## src/core/etx_pkg.sv

```systemverilog
// constants, types and device map for the ethernet transmit host controller
package etx_pkg;
    localparam int CLK_PERIOD_NS = 100;
    localparam int SCK_PERIOD_NS = 800;
    // serial clock half period in system clocks, must stay at 3 or more
    localparam logic [7:0] SCK_HALF = 8'(SCK_PERIOD_NS / (2 * CLK_PERIOD_NS));
    localparam logic [3:0] LAST_BIT = 4'hf;

    // own register map, byte offsets on the ahb-lite bus
    localparam logic [7:0] OFS_CMD = 8'h00;
    localparam logic [7:0] OFS_PTR = 8'h04;
    localparam logic [7:0] OFS_DATA = 8'h08;
    localparam logic [7:0] OFS_PKT = 8'h0c;
    localparam logic [7:0] OFS_STAT = 8'h10;
    localparam int CMD_IRQ_BIT = 8;
    localparam int PTR_END_LSB = 16;
    localparam logic [12:0] PTR_RST = 13'h0000;

    // serial command opcodes (upper three bits of the first byte)
    localparam logic [2:0] OPC_RD_CTRL = 3'h0;
    localparam logic [2:0] OPC_WR_CTRL = 3'h2;
    localparam logic [2:0] OPC_WR_BUF = 3'h3;
    localparam logic [2:0] OPC_BIT_SET = 3'h4;
    localparam logic [2:0] OPC_BIT_CLR = 3'h5;
    localparam logic [4:0] ARG_WR_BUF = 5'h1a;

    // device register addresses
    localparam logic [4:0] ADR_IRQ_ENABLE = 5'h1b;
    localparam logic [4:0] ADR_IRQ_FLAG = 5'h1c;
    localparam logic [4:0] ADR_MAIN_STATUS = 5'h1d;
    localparam logic [4:0] ADR_MAIN_CONTROL = 5'h1f;
    localparam logic [4:0] ADR_WRPTR_LO = 5'h02;
    localparam logic [4:0] ADR_WRPTR_HI = 5'h03;
    localparam logic [4:0] ADR_START_LO = 5'h04;
    localparam logic [4:0] ADR_START_HI = 5'h05;
    localparam logic [4:0] ADR_END_LO = 5'h06;
    localparam logic [4:0] ADR_END_HI = 5'h07;

    // device bit positions
    localparam logic [7:0] MSK_TX_REQUEST = 8'h08;
    localparam logic [7:0] MSK_TX_DONE_FLAG = 8'h08;
    localparam logic [7:0] MSK_TX_IRQ_ENABLE = 8'h08;
    localparam logic [7:0] MSK_GLOBAL_IRQ_ENABLE = 8'h80;
    localparam int BIT_TX_REQUEST = 3;
    localparam int BIT_TX_ABORT = 1;
    localparam int BIT_LATE_COLLISION = 4;

    typedef enum logic [1:0] {
        FSM_IDLE = 2'b00,
        FSM_SHIFT = 2'b01,
        FSM_GAP = 2'b11
    } etx_fsm_t;

    typedef enum logic [2:0] {
        OP_NONE = 3'h0,
        OP_SETUP = 3'h1,
        OP_WCTRL = 3'h2,
        OP_WBYTE = 3'h3,
        OP_GO = 3'h4,
        OP_CANCEL = 3'h5,
        OP_POLL = 3'h6,
        OP_WREG = 3'h7
    } etx_op_t;

    typedef struct packed {
        logic last;
        logic [7:0] b0;
        logic [7:0] b1;
    } etx_step_t;

    typedef struct packed {
        logic sck;
        logic cs_n;
        logic mosi;
    } etx_spi_out_t;
endpackage

```

## src/core/etx_host_ctrl.sv

```systemverilog
// host controller that drives the ethernet transmit engine over its serial port
`timescale 1ns/1ps

// Notes on behaviour
// (RULE_01) device makes preamble and delimiter; host never buffers them
// (RULE_02) device pads and appends fcs only when enabled
// (RULE_03) host writes addresses, type/length and payload into buffer memory
// (RULE_04) control byte precedes frame: bits 7-4 zero, huge, pad, fcs, override
// (RULE_05) with override clear the device uses its global configuration
// (RULE_06) host configures mac transmit settings before sending
// (RULE_07) host points start pointer at the control byte location
// (RULE_08) host points end pointer at the last payload byte before requesting
// (RULE_09) host clears done flag and sets both irq enables when wanted
// (RULE_10) setting tx_request starts sending the frame between the pointers
// (RULE_11) device delays sending until a running dma finishes
// (RULE_12) dma start waits while a transmit request is pending
// (RULE_13) no buffer or pointer changes while a transmission runs
// (RULE_14) clearing tx_request cancels the frame; device aborts it
// (RULE_15) at end device clears request, writes status vector, sets done flag
// (RULE_16) device keeps start and end pointers unchanged
// (RULE_17) abort status read by host; late collision gives the cause
// (RULE_18) status vector fields are written least significant byte first
// (RULE_19) vector bit 23 means done, bits 15-0 hold the byte count
// (RULE_20) global fcs append adds a valid fcs to every frame; the device model applies it only to frames with override clear
// (RULE_21) wire bytes run from start pointer plus one through end pointer
module etx_host_ctrl
(
    input wire logic clk,
    input wire logic rstn,
    input wire logic hsel,
    input wire logic [31:0] haddr,
    input wire logic [1:0] htrans,
    input wire logic hwrite,
    input wire logic [2:0] hsize,
    input wire logic [31:0] hwdata,
    input wire logic hready,
    output logic hreadyout,
    output logic hresp,
    output logic [31:0] hrdata,
    output etx_pkg::etx_spi_out_t spi_out,
    input wire logic spi_miso
);
    import etx_pkg::*;

    typedef struct packed {
        etx_fsm_t fsm;
        etx_op_t op;
        logic [2:0] idx;
        logic [3:0] bitn;
        logic [7:0] cnt;
        logic sck;
        logic cs_n;
        logic mosi;
        logic [15:0] sh;
        logic [15:0] rx;
        logic miso_m;
        logic miso_s;
        logic ap_valid;
        logic ap_wr;
        logic [7:0] ap_addr;
        logic [12:0] start_ptr;
        logic [12:0] end_ptr;
        logic [15:0] data;
        logic [3:0] pkt;
        logic irq_en;
        logic tx_active;
        logic tx_req_seen;
        logic abort;
        logic late_col;
        logic [7:0] last_rx;
    } etx_state_t;

    etx_state_t s_r;
    etx_state_t s_nxt;
    etx_step_t step_cur;
    logic cmd_stall;
    logic wr_now;

    ////////////////////////////////////////////////////////////////////////
    // command sequences as serial steps
    function automatic etx_step_t step_f(input etx_op_t op,
                                        input logic [2:0] idx,
                                        input etx_state_t s);
        etx_step_t r;
        r = '{last: 1'b1, b0: 8'h00, b1: 8'h00};
        case (op)
            OP_SETUP:
            begin
                r.last = (idx == 3'h3);
                case (idx)
                    3'h0: r = '{1'b0, {OPC_WR_CTRL, ADR_START_LO},
                                s.start_ptr[7:0]}; // [RULE_07]
                    3'h1: r = '{1'b0, {OPC_WR_CTRL, ADR_START_HI},
                                {3'h0, s.start_ptr[12:8]}};
                    3'h2: r = '{1'b0, {OPC_WR_CTRL, ADR_WRPTR_LO},
                                s.start_ptr[7:0]};
                    default: r = '{1'b1, {OPC_WR_CTRL, ADR_WRPTR_HI},
                                   {3'h0, s.start_ptr[12:8]}};
                endcase
            end
            OP_WCTRL: r.b0 = {OPC_WR_BUF, ARG_WR_BUF};
            OP_WBYTE: r.b0 = {OPC_WR_BUF, ARG_WR_BUF};
            OP_GO:
            begin
                case (idx)
                    3'h0: r = '{1'b0, {OPC_WR_CTRL, ADR_END_LO},
                                s.end_ptr[7:0]}; // [RULE_08]
                    3'h1: r = '{1'b0, {OPC_WR_CTRL, ADR_END_HI},
                                {3'h0, s.end_ptr[12:8]}};
                    3'h2: r = '{1'b0, {OPC_BIT_CLR, ADR_IRQ_FLAG},
                                MSK_TX_DONE_FLAG}; // [RULE_09]
                    3'h3: r = '{1'b0, {OPC_BIT_SET, ADR_IRQ_ENABLE},
                                s.irq_en ? (MSK_TX_IRQ_ENABLE |
                                MSK_GLOBAL_IRQ_ENABLE) : 8'h00}; // [RULE_09]
                    default: r = '{1'b1, {OPC_BIT_SET, ADR_MAIN_CONTROL},
                                   MSK_TX_REQUEST}; // [RULE_10]
                endcase
            end
            OP_CANCEL: r.b0 = {OPC_BIT_CLR, ADR_MAIN_CONTROL}; // [RULE_14]
            OP_POLL:
            begin
                r.last = (idx != 3'h0);
                r.b0 = {OPC_RD_CTRL, (idx == 3'h0) ? ADR_MAIN_CONTROL :
                        ADR_MAIN_STATUS}; // [RULE_17]
            end
            OP_WREG: r.b0 = {OPC_WR_CTRL, s.data[12:8]}; // [RULE_06]
            default: r.last = 1'b1;
        endcase
        // data bytes for buffer and configuration writes
        if (op == OP_WCTRL)
            r.b1 = {4'h0, s.pkt}; // [RULE_04]
        if (op == OP_WBYTE || op == OP_WREG)
            r.b1 = s.data[7:0]; // [RULE_03]
        if (op == OP_CANCEL)
            r.b1 = MSK_TX_REQUEST;
        return r;
    endfunction

    assign step_cur = step_f(s_r.op, s_r.idx, s_r);

    ////////////////////////////////////////////////////////////////////////
    // bus slave handshake
    assign cmd_stall = s_r.ap_valid && s_r.ap_wr && s_r.ap_addr == OFS_CMD &&
                       s_r.fsm != FSM_IDLE;
    assign hreadyout = !cmd_stall;
    assign hresp = 1'b0;
    assign wr_now = s_r.ap_valid && s_r.ap_wr && !cmd_stall;
    assign spi_out = '{sck: s_r.sck, cs_n: s_r.cs_n, mosi: s_r.mosi};

    always_comb
    begin
        hrdata = 32'h0000_0000;
        if (s_r.ap_valid && !s_r.ap_wr)
        begin
            case (s_r.ap_addr)
                OFS_CMD: hrdata = {23'h0, s_r.irq_en, 5'h0, s_r.op};
                OFS_PTR: hrdata = {3'h0, s_r.end_ptr, 3'h0, s_r.start_ptr};
                OFS_DATA: hrdata = {16'h0, s_r.data};
                OFS_PKT: hrdata = {28'h0, s_r.pkt};
                OFS_STAT: hrdata = {16'h0, s_r.last_rx, 3'h0, s_r.late_col,
                                    s_r.abort, s_r.tx_req_seen,
                                    s_r.tx_active, s_r.fsm != FSM_IDLE};
                default: hrdata = 32'h0000_0000;
            endcase
        end
    end

    ////////////////////////////////////////////////////////////////////////
    // next state
    always_comb
    begin
        etx_step_t nx;
        nx = '{last: 1'b1, b0: 8'h00, b1: 8'h00};
        s_nxt = s_r;
        s_nxt.miso_m = spi_miso;
        s_nxt.miso_s = s_r.miso_m;
        if (hreadyout)
        begin
            s_nxt.ap_valid = hsel && htrans[1] && hready;
            s_nxt.ap_wr = hwrite;
            s_nxt.ap_addr = haddr[7:0];
        end
        if (wr_now)
        begin
            case (s_r.ap_addr)
                OFS_PTR:
                    if (!s_r.tx_active)
                    begin
                        s_nxt.start_ptr = hwdata[12:0]; // [RULE_13]
                        s_nxt.end_ptr = hwdata[PTR_END_LSB +: 13];
                    end
                OFS_DATA: s_nxt.data = hwdata[15:0];
                OFS_PKT: s_nxt.pkt = hwdata[3:0];
                OFS_CMD:
                begin
                    s_nxt.irq_en = hwdata[CMD_IRQ_BIT];
                    // buffer and pointer work is refused during a frame
                    if (hwdata[2:0] != OP_NONE && !(s_r.tx_active &&
                        hwdata[2:0] inside {OP_SETUP, OP_WCTRL, OP_WBYTE,
                        OP_GO}))
                    begin // [RULE_13]
                        s_nxt.op = etx_op_t'(hwdata[2:0]);
                        s_nxt.idx = 3'h0;
                        s_nxt.fsm = FSM_GAP;
                        s_nxt.cnt = SCK_HALF;
                    end
                end
                default: s_nxt.ap_wr = 1'b0;
            endcase
        end
        case (s_r.fsm)
            FSM_IDLE: s_nxt.cs_n = 1'b1;
            FSM_SHIFT:
            begin
                s_nxt.cnt = s_r.cnt + 8'h01;
                if (s_r.cnt == SCK_HALF - 8'h01)
                begin
                    s_nxt.cnt = 8'h00;
                    s_nxt.sck = !s_r.sck;
                    if (!s_r.sck)
                        s_nxt.rx = {s_r.rx[14:0], s_r.miso_s};
                    else if (s_r.bitn != LAST_BIT)
                    begin
                        s_nxt.bitn = s_r.bitn + 4'h1;
                        s_nxt.mosi = s_r.sh[14];
                        s_nxt.sh = {s_r.sh[14:0], 1'b0};
                    end
                    else
                    begin
                        s_nxt.fsm = FSM_GAP;
                        s_nxt.cs_n = 1'b1;
                        s_nxt.last_rx = s_r.rx[7:0];
                        if (s_r.op == OP_POLL && s_r.idx == 3'h0)
                        begin
                            s_nxt.tx_req_seen = s_r.rx[BIT_TX_REQUEST];
                            if (!s_r.rx[BIT_TX_REQUEST])
                                s_nxt.tx_active = 1'b0; // [RULE_17]
                        end
                        if (s_r.op == OP_POLL && s_r.idx != 3'h0)
                        begin
                            s_nxt.abort = s_r.rx[BIT_TX_ABORT]; // [RULE_17]
                            s_nxt.late_col = s_r.rx[BIT_LATE_COLLISION];
                        end
                        if (s_r.op == OP_GO && step_cur.last)
                        begin
                            s_nxt.tx_active = 1'b1; // [RULE_10]
                            s_nxt.tx_req_seen = 1'b1;
                        end
                    end
                end
            end
            FSM_GAP:
            begin
                s_nxt.cnt = s_r.cnt + 8'h01;
                if (s_r.cnt >= SCK_HALF - 8'h01)
                begin
                    s_nxt.cnt = 8'h00;
                    if (s_r.cs_n && s_r.op != OP_NONE)
                    begin
                        nx = step_f(s_r.op, s_r.idx, s_r);
                        s_nxt.fsm = FSM_SHIFT;
                        s_nxt.cs_n = 1'b0;
                        s_nxt.sck = 1'b0;
                        s_nxt.bitn = 4'h0;
                        s_nxt.sh = {nx.b0, nx.b1};
                        s_nxt.mosi = nx.b0[7];
                        s_nxt.op = s_r.op;
                        s_nxt.idx = s_r.idx;
                    end
                    else
                    begin
                        s_nxt.fsm = FSM_IDLE;
                        s_nxt.op = OP_NONE;
                    end
                end
            end
            default: s_nxt.fsm = FSM_IDLE;
        endcase
        // a finished step either moves to the next one or closes the command
        if (s_r.fsm == FSM_SHIFT && s_nxt.fsm == FSM_GAP)
        begin
            if (step_cur.last)
                s_nxt.op = OP_NONE;
            else
                s_nxt.idx = s_r.idx + 3'h1;
        end
        if (!rstn)
        begin
            s_nxt = '0;
            s_nxt.cs_n = 1'b1;
            s_nxt.start_ptr = PTR_RST;
            s_nxt.end_ptr = PTR_RST;
        end
    end

    always_ff @(posedge clk)
    begin
        s_r <= s_nxt;
    end
endmodule // etx_host_ctrl

```

## config.mk

```make
export PLATFORM = sky130hd
export DESIGN_NAME = etx_host_ctrl
export DESIGN_NICKNAME = d
export VERILOG_FILES = /design/src/core/etx_pkg.sv /design/src/core/etx_host_ctrl.sv
export SDC_FILE = /design/constraint.sdc
export NUM_CORES = 1
export LEC_CHECK = 0
export ABC_AREA = 1
export BUFFER_PORTS_ARGS = -buffer_cell sky130_fd_sc_hd__buf_4
export CORE_MARGIN = 2
export CORE_UTILIZATION = 35
export DETAILED_ROUTE_END_ITERATION = 7
export PLACE_DENSITY = 0.66
export SYNTH_ARGS = -nofsm -noshare
export SYNTH_HDL_FRONTEND = slang
export SYNTH_SLANG_ARGS = --single-unit
```

## constraint.sdc

```tcl
create_clock -name clk -period 1.79 [get_ports clk]
set_clock_uncertainty 0.1 [all_clocks]
set_input_delay 0.2685 -clock clk [delete_from_list [all_inputs] [get_ports clk]]
set_output_delay 0.2685 -clock clk [all_outputs]
set_load 0.01 [all_outputs]
```

### After elaboration in Yosys (flattened, before gate mapping)

Cells that the tools add are included.

* logic and storage cells: 156
* bits in latches: 0
* register bits: 125
* bits in writable memories: 0
* memory bits (read-only): 0
* output and inout port bits: 37
* input bits: 75
* memories kept: 0

* order comparisons: 1
* reductions and logical operators: 48
* divide/modulo/power cells: 0
* bitwise logic cells: 3
* equality and inequality tests: 30
* muxes and demuxes: 46
* shift-type cells: 0
* add/sub/neg operators: 3
* $mul: 0

Operator list (count)
* one-hot mux 29 bit (5 select lines): 1
* 2-to-1 mux 8 bit: 10
* one-hot mux 17 bit (4 select lines): 1
* one-hot mux 17 bit (3 select lines): 1
* one-hot mux 8 bit (6 select lines): 1
* 2-to-1 mux 47 bit: 1
* 2-to-1 mux 39 bit: 1
* one-hot mux 17 bit (2 select lines): 1
* 2-to-1 mux 29 bit: 1
* one-hot mux 13 bit (2 select lines): 1
* nonzero test 3 bit: 7
* 2-to-1 mux 19 bit: 1
* == test 3 x 2 -> 1 bit, second input constant: 6
* 2-to-1 mux 18 bit: 1
* AND reduction 6 bit: 3
* 2-to-1 mux 17 bit: 1
* == test 8 x 4 -> 1 bit, second input constant: 2
* 2-to-1 mux 16 bit: 1
* one-hot mux 8 bit (2 select lines): 1
* == test 3 bit, second input constant: 5
* logical AND 1 bit: 14
* 2-to-1 mux 2 bit: 6
* 2-to-1 mux 4 bit: 3
* 2-to-1 mux 6 bit: 2
* other kinds (33): 59

### Longest topological paths before layout

Gate-level depths: netlist of the first run.

* depth in word-level cells: 15
* mapped depth: 13
* gate-level depth less buffers: 13

### Worst setup path before layout of the first run

No wires, ideal clock.

* path type: reg2out
* start point: reg s_r[59] in the netlist's numbering
* end point: out hrdata[0]
* cell stages (with the launch flop): 8
* path buffers: 0
* setup slack: 0.016 ns
* data arrival time: 1.405 ns
* cells stage by stage: dfxtp_1 > nor2_2 > nand3_2 > nor3_2 > inv_2 > o21ai_0 > nor3_1 > nor2_1

* cells in the longest elaborated chain, start to end: 3
* elaborated cells on any way between the ends: 7

Ends and longest elaborated chain
* from (decl): line etx_host_ctrl.sv:73 `etx_state_t s_r;`
* from (signal assigned): line etx_host_ctrl.sv:298 `s_r <= s_nxt;`
* == test 8 x 5 -> 1 bit (tied with other cells): line etx_host_ctrl.sv:155 `case (s_r.ap_addr)`
* one-hot mux 29 bit (5 select lines) *: line etx_host_ctrl.sv:155
* 2-to-1 mux 29 bit *: line etx_host_ctrl.sv:153 `if (s_r.ap_valid && !s_r.ap_wr)`
* to (decl): line etx_host_ctrl.sv:39 `output logic [31:0] hrdata,`

Every way passes the cells marked *; elsewhere a longest branch is shown, timed or not.

### Final worst setup path of the first run

* start point: reg s_r[63] in the netlist's numbering
* end point: out hrdata[8]

The elaborated chain is that of the path after synthesis.

==> results of run 1 <==
-- cells by family (layout without fill, tap and decap cells) --
family / Yosys count / in the layout / synth area share, %
AOI/OAI and AO/OA: 229 / 229 / 20.0
DFF: 117 / 117 / 38.4
and+or+nand+nor: 392 / 403 / 28.5
xor gates and xnor gates: 2 / 2 / 0.288
other: 1 / 4 / 0.0615
adders and majority gates: 7 / 7 / 1.44
buffers and inverters: 152 / 369 / 11.2
-- how the worst max path moves through the flow --
stage	from	to	slack, ns	depth (start not counted)
2_1_floorplan	s_r[59]$_SDFFE_PN0N_	hrdata[0]	0.02	7
3_3_place_gp	s_r[59]$_SDFFE_PN0N_	hrdata[8]	-0.1	10
3_5_place_dp	s_r[118]$_SDFF_PN0_	s_r[118]$_SDFF_PN0_	-0.14	11
5_1_grt	s_r[63]$_SDFFE_PN0N_	hrdata[3]	-0.58	9
6_report	s_r[63]$_SDFFE_PN0N_	hrdata[8]	-0.49	9
4_1_cts	s_r[60]$_SDFFE_PN0N_	hrdata[12]	-0.44	9
-- flip-flops by register name (all words and copies together), names as in the netlist --
signal	flops
spi_out	3
s_r	114
-- stage by stage --
| step | TNS (ns) | setup slack, ns |
|---|---|---|
| 6_report | -10.91 | -0.486 |
| 5_1_grt | -14.95 | -0.576 |
| 4_1_cts | -9.97 | -0.436 |
| 3_5_place_dp | -4.77 | -0.144 |
| 3_3_place_gp | -2.81 | -0.0955 |
| 2_1_floorplan | 0 | 0.0160 |
-- timing repair --
item,4_1_cts,5_1_grt
gates cloned,6,6
setup buffers,16,12
endpoints found under the setup margin,109,125
gates resized for setup,101,149
hold buffers,34,0
hold endpoints to repair,34,0
pin swaps,31,42
-- cell usage after synthesis (3+ instances only) --
master and instances:
nand2_1 168, nor2_1 123, dfxtp_1 117, o21ai_0 100
a21oi_1 95, inv_1 95, nand3_1 45, inv_2 16
clkbuf_1 13, nor3_1 13, nor2_2 10, o22ai_1 10
buf_6 9, buf_4 8, nand2_2 8, buf_2 7
ha_1 7, nand3_2 6, nand4_1 5, o211ai_1 5
nand2_4 3, nand3b_1 3, o21ai_1 3, o221ai_1 3
-- cell type report --
type	count	share of cell area [%]
clock buffer	20	4.80
clock inverter	12	1.87
inverter	113	4.82
multi-input combinational	645	40.6
sequential	117	24.9
tap	225	2.96
timing repair buffer	223	20.0
timing repair inverter	1	0.0657
-- critical path: stages, from the launching register on --
cell     delay, ns
dfxtp_1       0.30
inv_1         0.09
nand3_4       0.13
inv_4         0.06
nand2_2       0.11
nand4_1       0.18
o21ai_2       0.24
buf_6         0.19
a21oi_2       0.04
buf_4         0.15
-- layer usage --
layer  vias up  part of all wire [%]  track usage, %
met3        63                   7.8            5.18
met2       328                    48            37.4
met5         -                     0               0
met4         0                   3.2            8.10
li1       3383                     -               -
met1      3305                    41            28.3
-- power breakdown --
part           internal, W  total [W]  leakage [nW]  switching, W
combinational     0.000214   0.000417          2.69      0.000203
sequential         0.00261    0.00262         0.953    0.00000969
clock              0.00240    0.00368         0.298       0.00129
==> out/results.txt, run 1 <==
status = finished, violations left
violated checks = setup timing
GRT overflow = 0
worst min-delay path startpoint = hwdata[14]
Final ANT Viol Nets = 0
P&R area growth vs syn = 56.3%
# diodes = 0
worst setup path class = flop to output pin
Post-synth EDFFs = 0
VDD IR max = 0.000714 V
power per cell area = 706 mW/mm^2
min-delay worst type = input port to flop
Area contributors post-synth = dfxtp_1 38%, nand2_1 10%, o21ai_0 8.2%
Crit path arrival time = 1.91 ns
Final Net Count = 1200
FFs w/ async S/R, synth = 0%
CTS Buf Count = 17
first-pass GRT wire length = 32.1 mm
hold depth = 3
number of I/O pins = 112
RD Place Congestion = 0.940
total track usage = 22.4%
Die X = 136 um
largest net degree at the start of global routing = 36
Worst setup EP type = output pin
Root Buffer = clkbuf_16
row count = 48
dpl cells = 1252
r2r endpoint = s_r[67]$_SDFF_PN0_
flop-to-flop setup slack = -0.47 ns
fin. max-slew vios = 0
H-Tree Depth = 4
via count = 7079
CTS max path bufs = 2
drt pass-1 iters = 5
Netlist cell types = 45
DRC = 0
commonest non-fill, non-tap cell in the layout = buf_4
DP Area = 0.00743 sq mm
Max Cap Violations = 0
Final Core Density = 55.4%
fin crit period = 2.28 ns
initial core utilization = 35.5%
CTS tree = yes
power consumption = 0.00672 W
post-synthesis cell area = 0.00609 sq mm
I/O Buffers = 76
clk sink count = 117
Req. time, crit path = 1.42 ns
post-route insts no fill = 1356
Final Hold Fails = 0
Avg Cell Area, Syn = 6.77 sq um
Floorplan Core Area = 0.0172 sq mm
Clock Pin Slew Worst Setup and Hold Paths = 0.06 ns
fill count = 1507
synthesis-stage register bit count = 117
leakage power total = 3.94 nW
clk_lat worst skew = 0.43 ns
R2R depth = 15
RSZ-0062 raised after global routing = true
YS warnings = 0
multi-input combinational cell area = 0.00386 sq mm
area share of the largest cell type after synthesis = 38.4%
Fmax = 439 MHz
most frequent cells in the layout = 165 x buf_4, 143 x nand2_1, 106 x nor2_1, 102 x dfxtp_1, 79 x a21oi_1
Die ar. = 0.0185 sq mm
post-DR vias/cell = 5.22
Hold Path Sink = s_r[31]$_SDFFE_PN0P_
share of layout cells above drive strength 1 = 37.0%
final wirelength = 21.9 mm
Final WS setup = -0.486 ns
vias in the first global route = 6386
DR WL/cell = 16.2 um
Cells after Synth = 900
Main synth FF type = dfxtp_1
final period utilization = 127%
Initial DRC Count = 776
Hold Slack = 0.0154 ns
RR Startpoint = s_r[63]$_SDFFE_PN0N_
area leader, netlist = dfxtp_1
critical path launch point type = flop
initial antenna violation count = 0
Seq/Total Area, Yosys = 38.4%
count of final setup violators = 31
cell area after layout = 0.00952 sq mm
CP Max Fanout = 8
post-DP HPWL = 13.6 mm
Die Ht = 136 um
register area = 0.00237 sq mm
(Power assumes the default switching activity.)
==> run 2: changes to the inputs <==
--- a/config.mk
+++ b/config.mk
@@ -11,6 +11,7 @@
 export CORE_UTILIZATION = 35
 export DETAILED_ROUTE_END_ITERATION = 7
 export PLACE_DENSITY = 0.66
+export SKIP_LAST_GASP = 1
 export SYNTH_ARGS = -nofsm -noshare
 export SYNTH_HDL_FRONTEND = slang
 export SYNTH_SLANG_ARGS = --single-unit
==> run 2 against run 1 <==
Against the previous run: the run still ends with setup timing left; clock power about the same; cell count about the same; global-route usage down 0.17 points; sequential cell count unchanged; setup slack worse by 0.013 ns; non-clock buffer count up 1; critical path type unchanged; largest cell class unchanged.
==> out/results.txt, run 2 (synthesized netlist as in run 1, its figures left out) <==
status = finished, violations left
violated checks = setup timing
clk sink count = 117 (unchanged)
cell area after layout = 0.00946 sq mm (-0.67%)
CTS max path bufs = 2 (unchanged)
Final ANT Viol Nets = 0 (unchanged)
Final Core Density = 55.1% (-0.37 points)
flop-to-flop setup slack = -0.49 ns (-0.02 ns)
fin crit period = 2.29 ns (+0.0129 ns)
Die X = 136 um (unchanged)
DRC = 0 (unchanged)
Clock Pin Slew Worst Setup and Hold Paths = 0.06 ns (about the same)
initial antenna violation count = 0 (unchanged)
total track usage = 22.3% (-0.17 points)
power consumption = 0.00671 W (-0.29%)
Floorplan Core Area = 0.0172 sq mm (unchanged)
post-DP HPWL = 13.6 mm (unchanged)
Root Buffer = clkbuf_16
Fin Setup TNS = -11.05 ns (-0.140 ns)
clk_lat worst skew = 0.43 ns (about the same)
final wirelength = 21.8 mm (-0.76%)
H-Tree Depth = 4 (unchanged)
final period utilization = 128% (+0.72 points)
CP cell instances = inv_2 -> nand3_4 -> buf_6 -> nor2_4 -> inv_2 -> nand4_1 -> o21ai_2 -> buf_6 -> a21oi_2 -> buf_4
Die ar. = 0.0185 sq mm (unchanged)
number of I/O pins = 112 (unchanged)
Largest stage delay, worst path = 0.35 ns (+0.05 ns)
VDD IR max = 0.000770 V (+7.8%)
R2R depth = 16 (+1)
worst setup path class = flop to output pin
Worst setup EP type = output pin
vias in the first global route = 6341 (-0.70%)
first-pass GRT wire length = 31.8 mm (-0.78%)
DP Area = 0.00743 sq mm (unchanged)
leakage power total = 3.95 nW (+0.11%)
fin. max-slew vios = 0 (unchanged)
Final WS setup = -0.499 ns (-0.0129 ns)
most frequent cells in the layout = 168 x buf_4, 143 x nand2_1, 110 x nor2_1, 102 x dfxtp_1, 80 x inv_1
largest net degree at the start of global routing = 36 (unchanged)
row count = 48 (unchanged)
CTS tree = yes
Initial DRC Count = 645 (-17%)
min-delay worst type = input port to flop
CTS Buf Count = 17 (unchanged)
Fmax = 437 MHz (-0.56%)
Final Hold Fails = 0 (unchanged)
P&R area growth vs syn = 55.3%
# diodes = 0 (unchanged)
initial core utilization = 35.5% (unchanged)
Biggest register = s_r
CP max-delay cell = dfxtp_1
critical path launch point type = flop
Req. time, crit path = 1.42 ns (about the same)
count of final setup violators = 39 (+26%)
DR WL/cell = 16.0 um (-0.83%)
max reg flops = 114 (unchanged)
Crit path arrival time = 1.92 ns (about the same)
GRT overflow = 0 (unchanged)
drt pass-1 iters = 5 (unchanged)
hold depth = 3 (unchanged)
RD Place Congestion = 0.940 (unchanged)
CP Max Fanout = 8 (unchanged)
Die Ht = 136 um (unchanged)
via count = 7051 (-0.40%)
power per cell area = 709 mW/mm^2 (+0.38%)
I/O Buffers = 76 (unchanged)
share of layout cells above drive strength 1 = 36.0% (-1.0 points)
pre-CTS WS = -0.144 ns (unchanged)
post-DR vias/cell = 5.20 (-0.47%)
commonest non-fill, non-tap cell in the layout = buf_4
Final Net Count = 1201 (+0.083%)
RSZ-0062 raised after global routing = true
Max Cap Violations = 0 (unchanged)
## run 2: cell types whose count changed in the layout (fill, tap and decap cells not counted), sizes merged
cell | before | now
buf | 189 | 190
## run 2: metal layers
| layer | part of all wire, % | GRT usage (%) |
|---|---|---|
| met2 | 48 | 37.2 |
| met5 | 0 | 0 |
| met3 | 7.6 | 4.88 |
| met1 | 41 | 28.2 |
| met4 | 3.4 | 8.16 |
## run 2: where the power goes
part           switching (W)  internal [W]
sequential        0.00000937       0.00261
combinational       0.000200      0.000214
clock                0.00127       0.00240
## run 2: worst max-delay path: cells and delay by family (launching register included)
family / cells / cell delay, ns
AND/OR/NAND/NOR: 3 / 0.25
flip-flops: 1 / 0.35
AO/OA/AOI/OAI: 2 / 0.30
buffers and inverters: 5 / 0.59
## run 2: path summary, 6_finish.rpt
kind / from / to
setup / recovery: s_r[61]$_SDFFE_PN0N_ / hrdata[6]
hold / removal: hwdata[14] / s_r[31]$_SDFFE_PN0P_
setup reg to reg: s_r[61]$_SDFFE_PN0N_ / s_r[67]$_SDFF_PN0_
hold reg to reg: s_r[70]$_SDFF_PN0_ / s_r[69]$_SDFF_PN0_
## run 2: final cells by class
class                   instances  area [sq um]
fillers                      1530          7720
multi-input cells             645          3800
flip-flops and latches        117          2370
repair buffers                224          1910
clock buffers                  20           457
inverters                     113           449
well taps                     225           282
clock inverters                12           178
repair inverters                1          6.26
## run 2: repair_timing
action                     CTS  global route
setup endpoints to repair  109           124
hold buffers                34             0
gates resized for setup     93           122
setup buffers               16            13
hold endpoints to repair    34             0
gates cloned                 6             6
pin swaps                   29            44
## run 2: per-stage QoR
step                instances  hold slack, ns
floorplan                 903           0.266
global placement         1252           0.316
detailed placement       1252           0.312
CTS                      1339         0.00600
global route             1357          0.0202
finish                   1357          0.0181
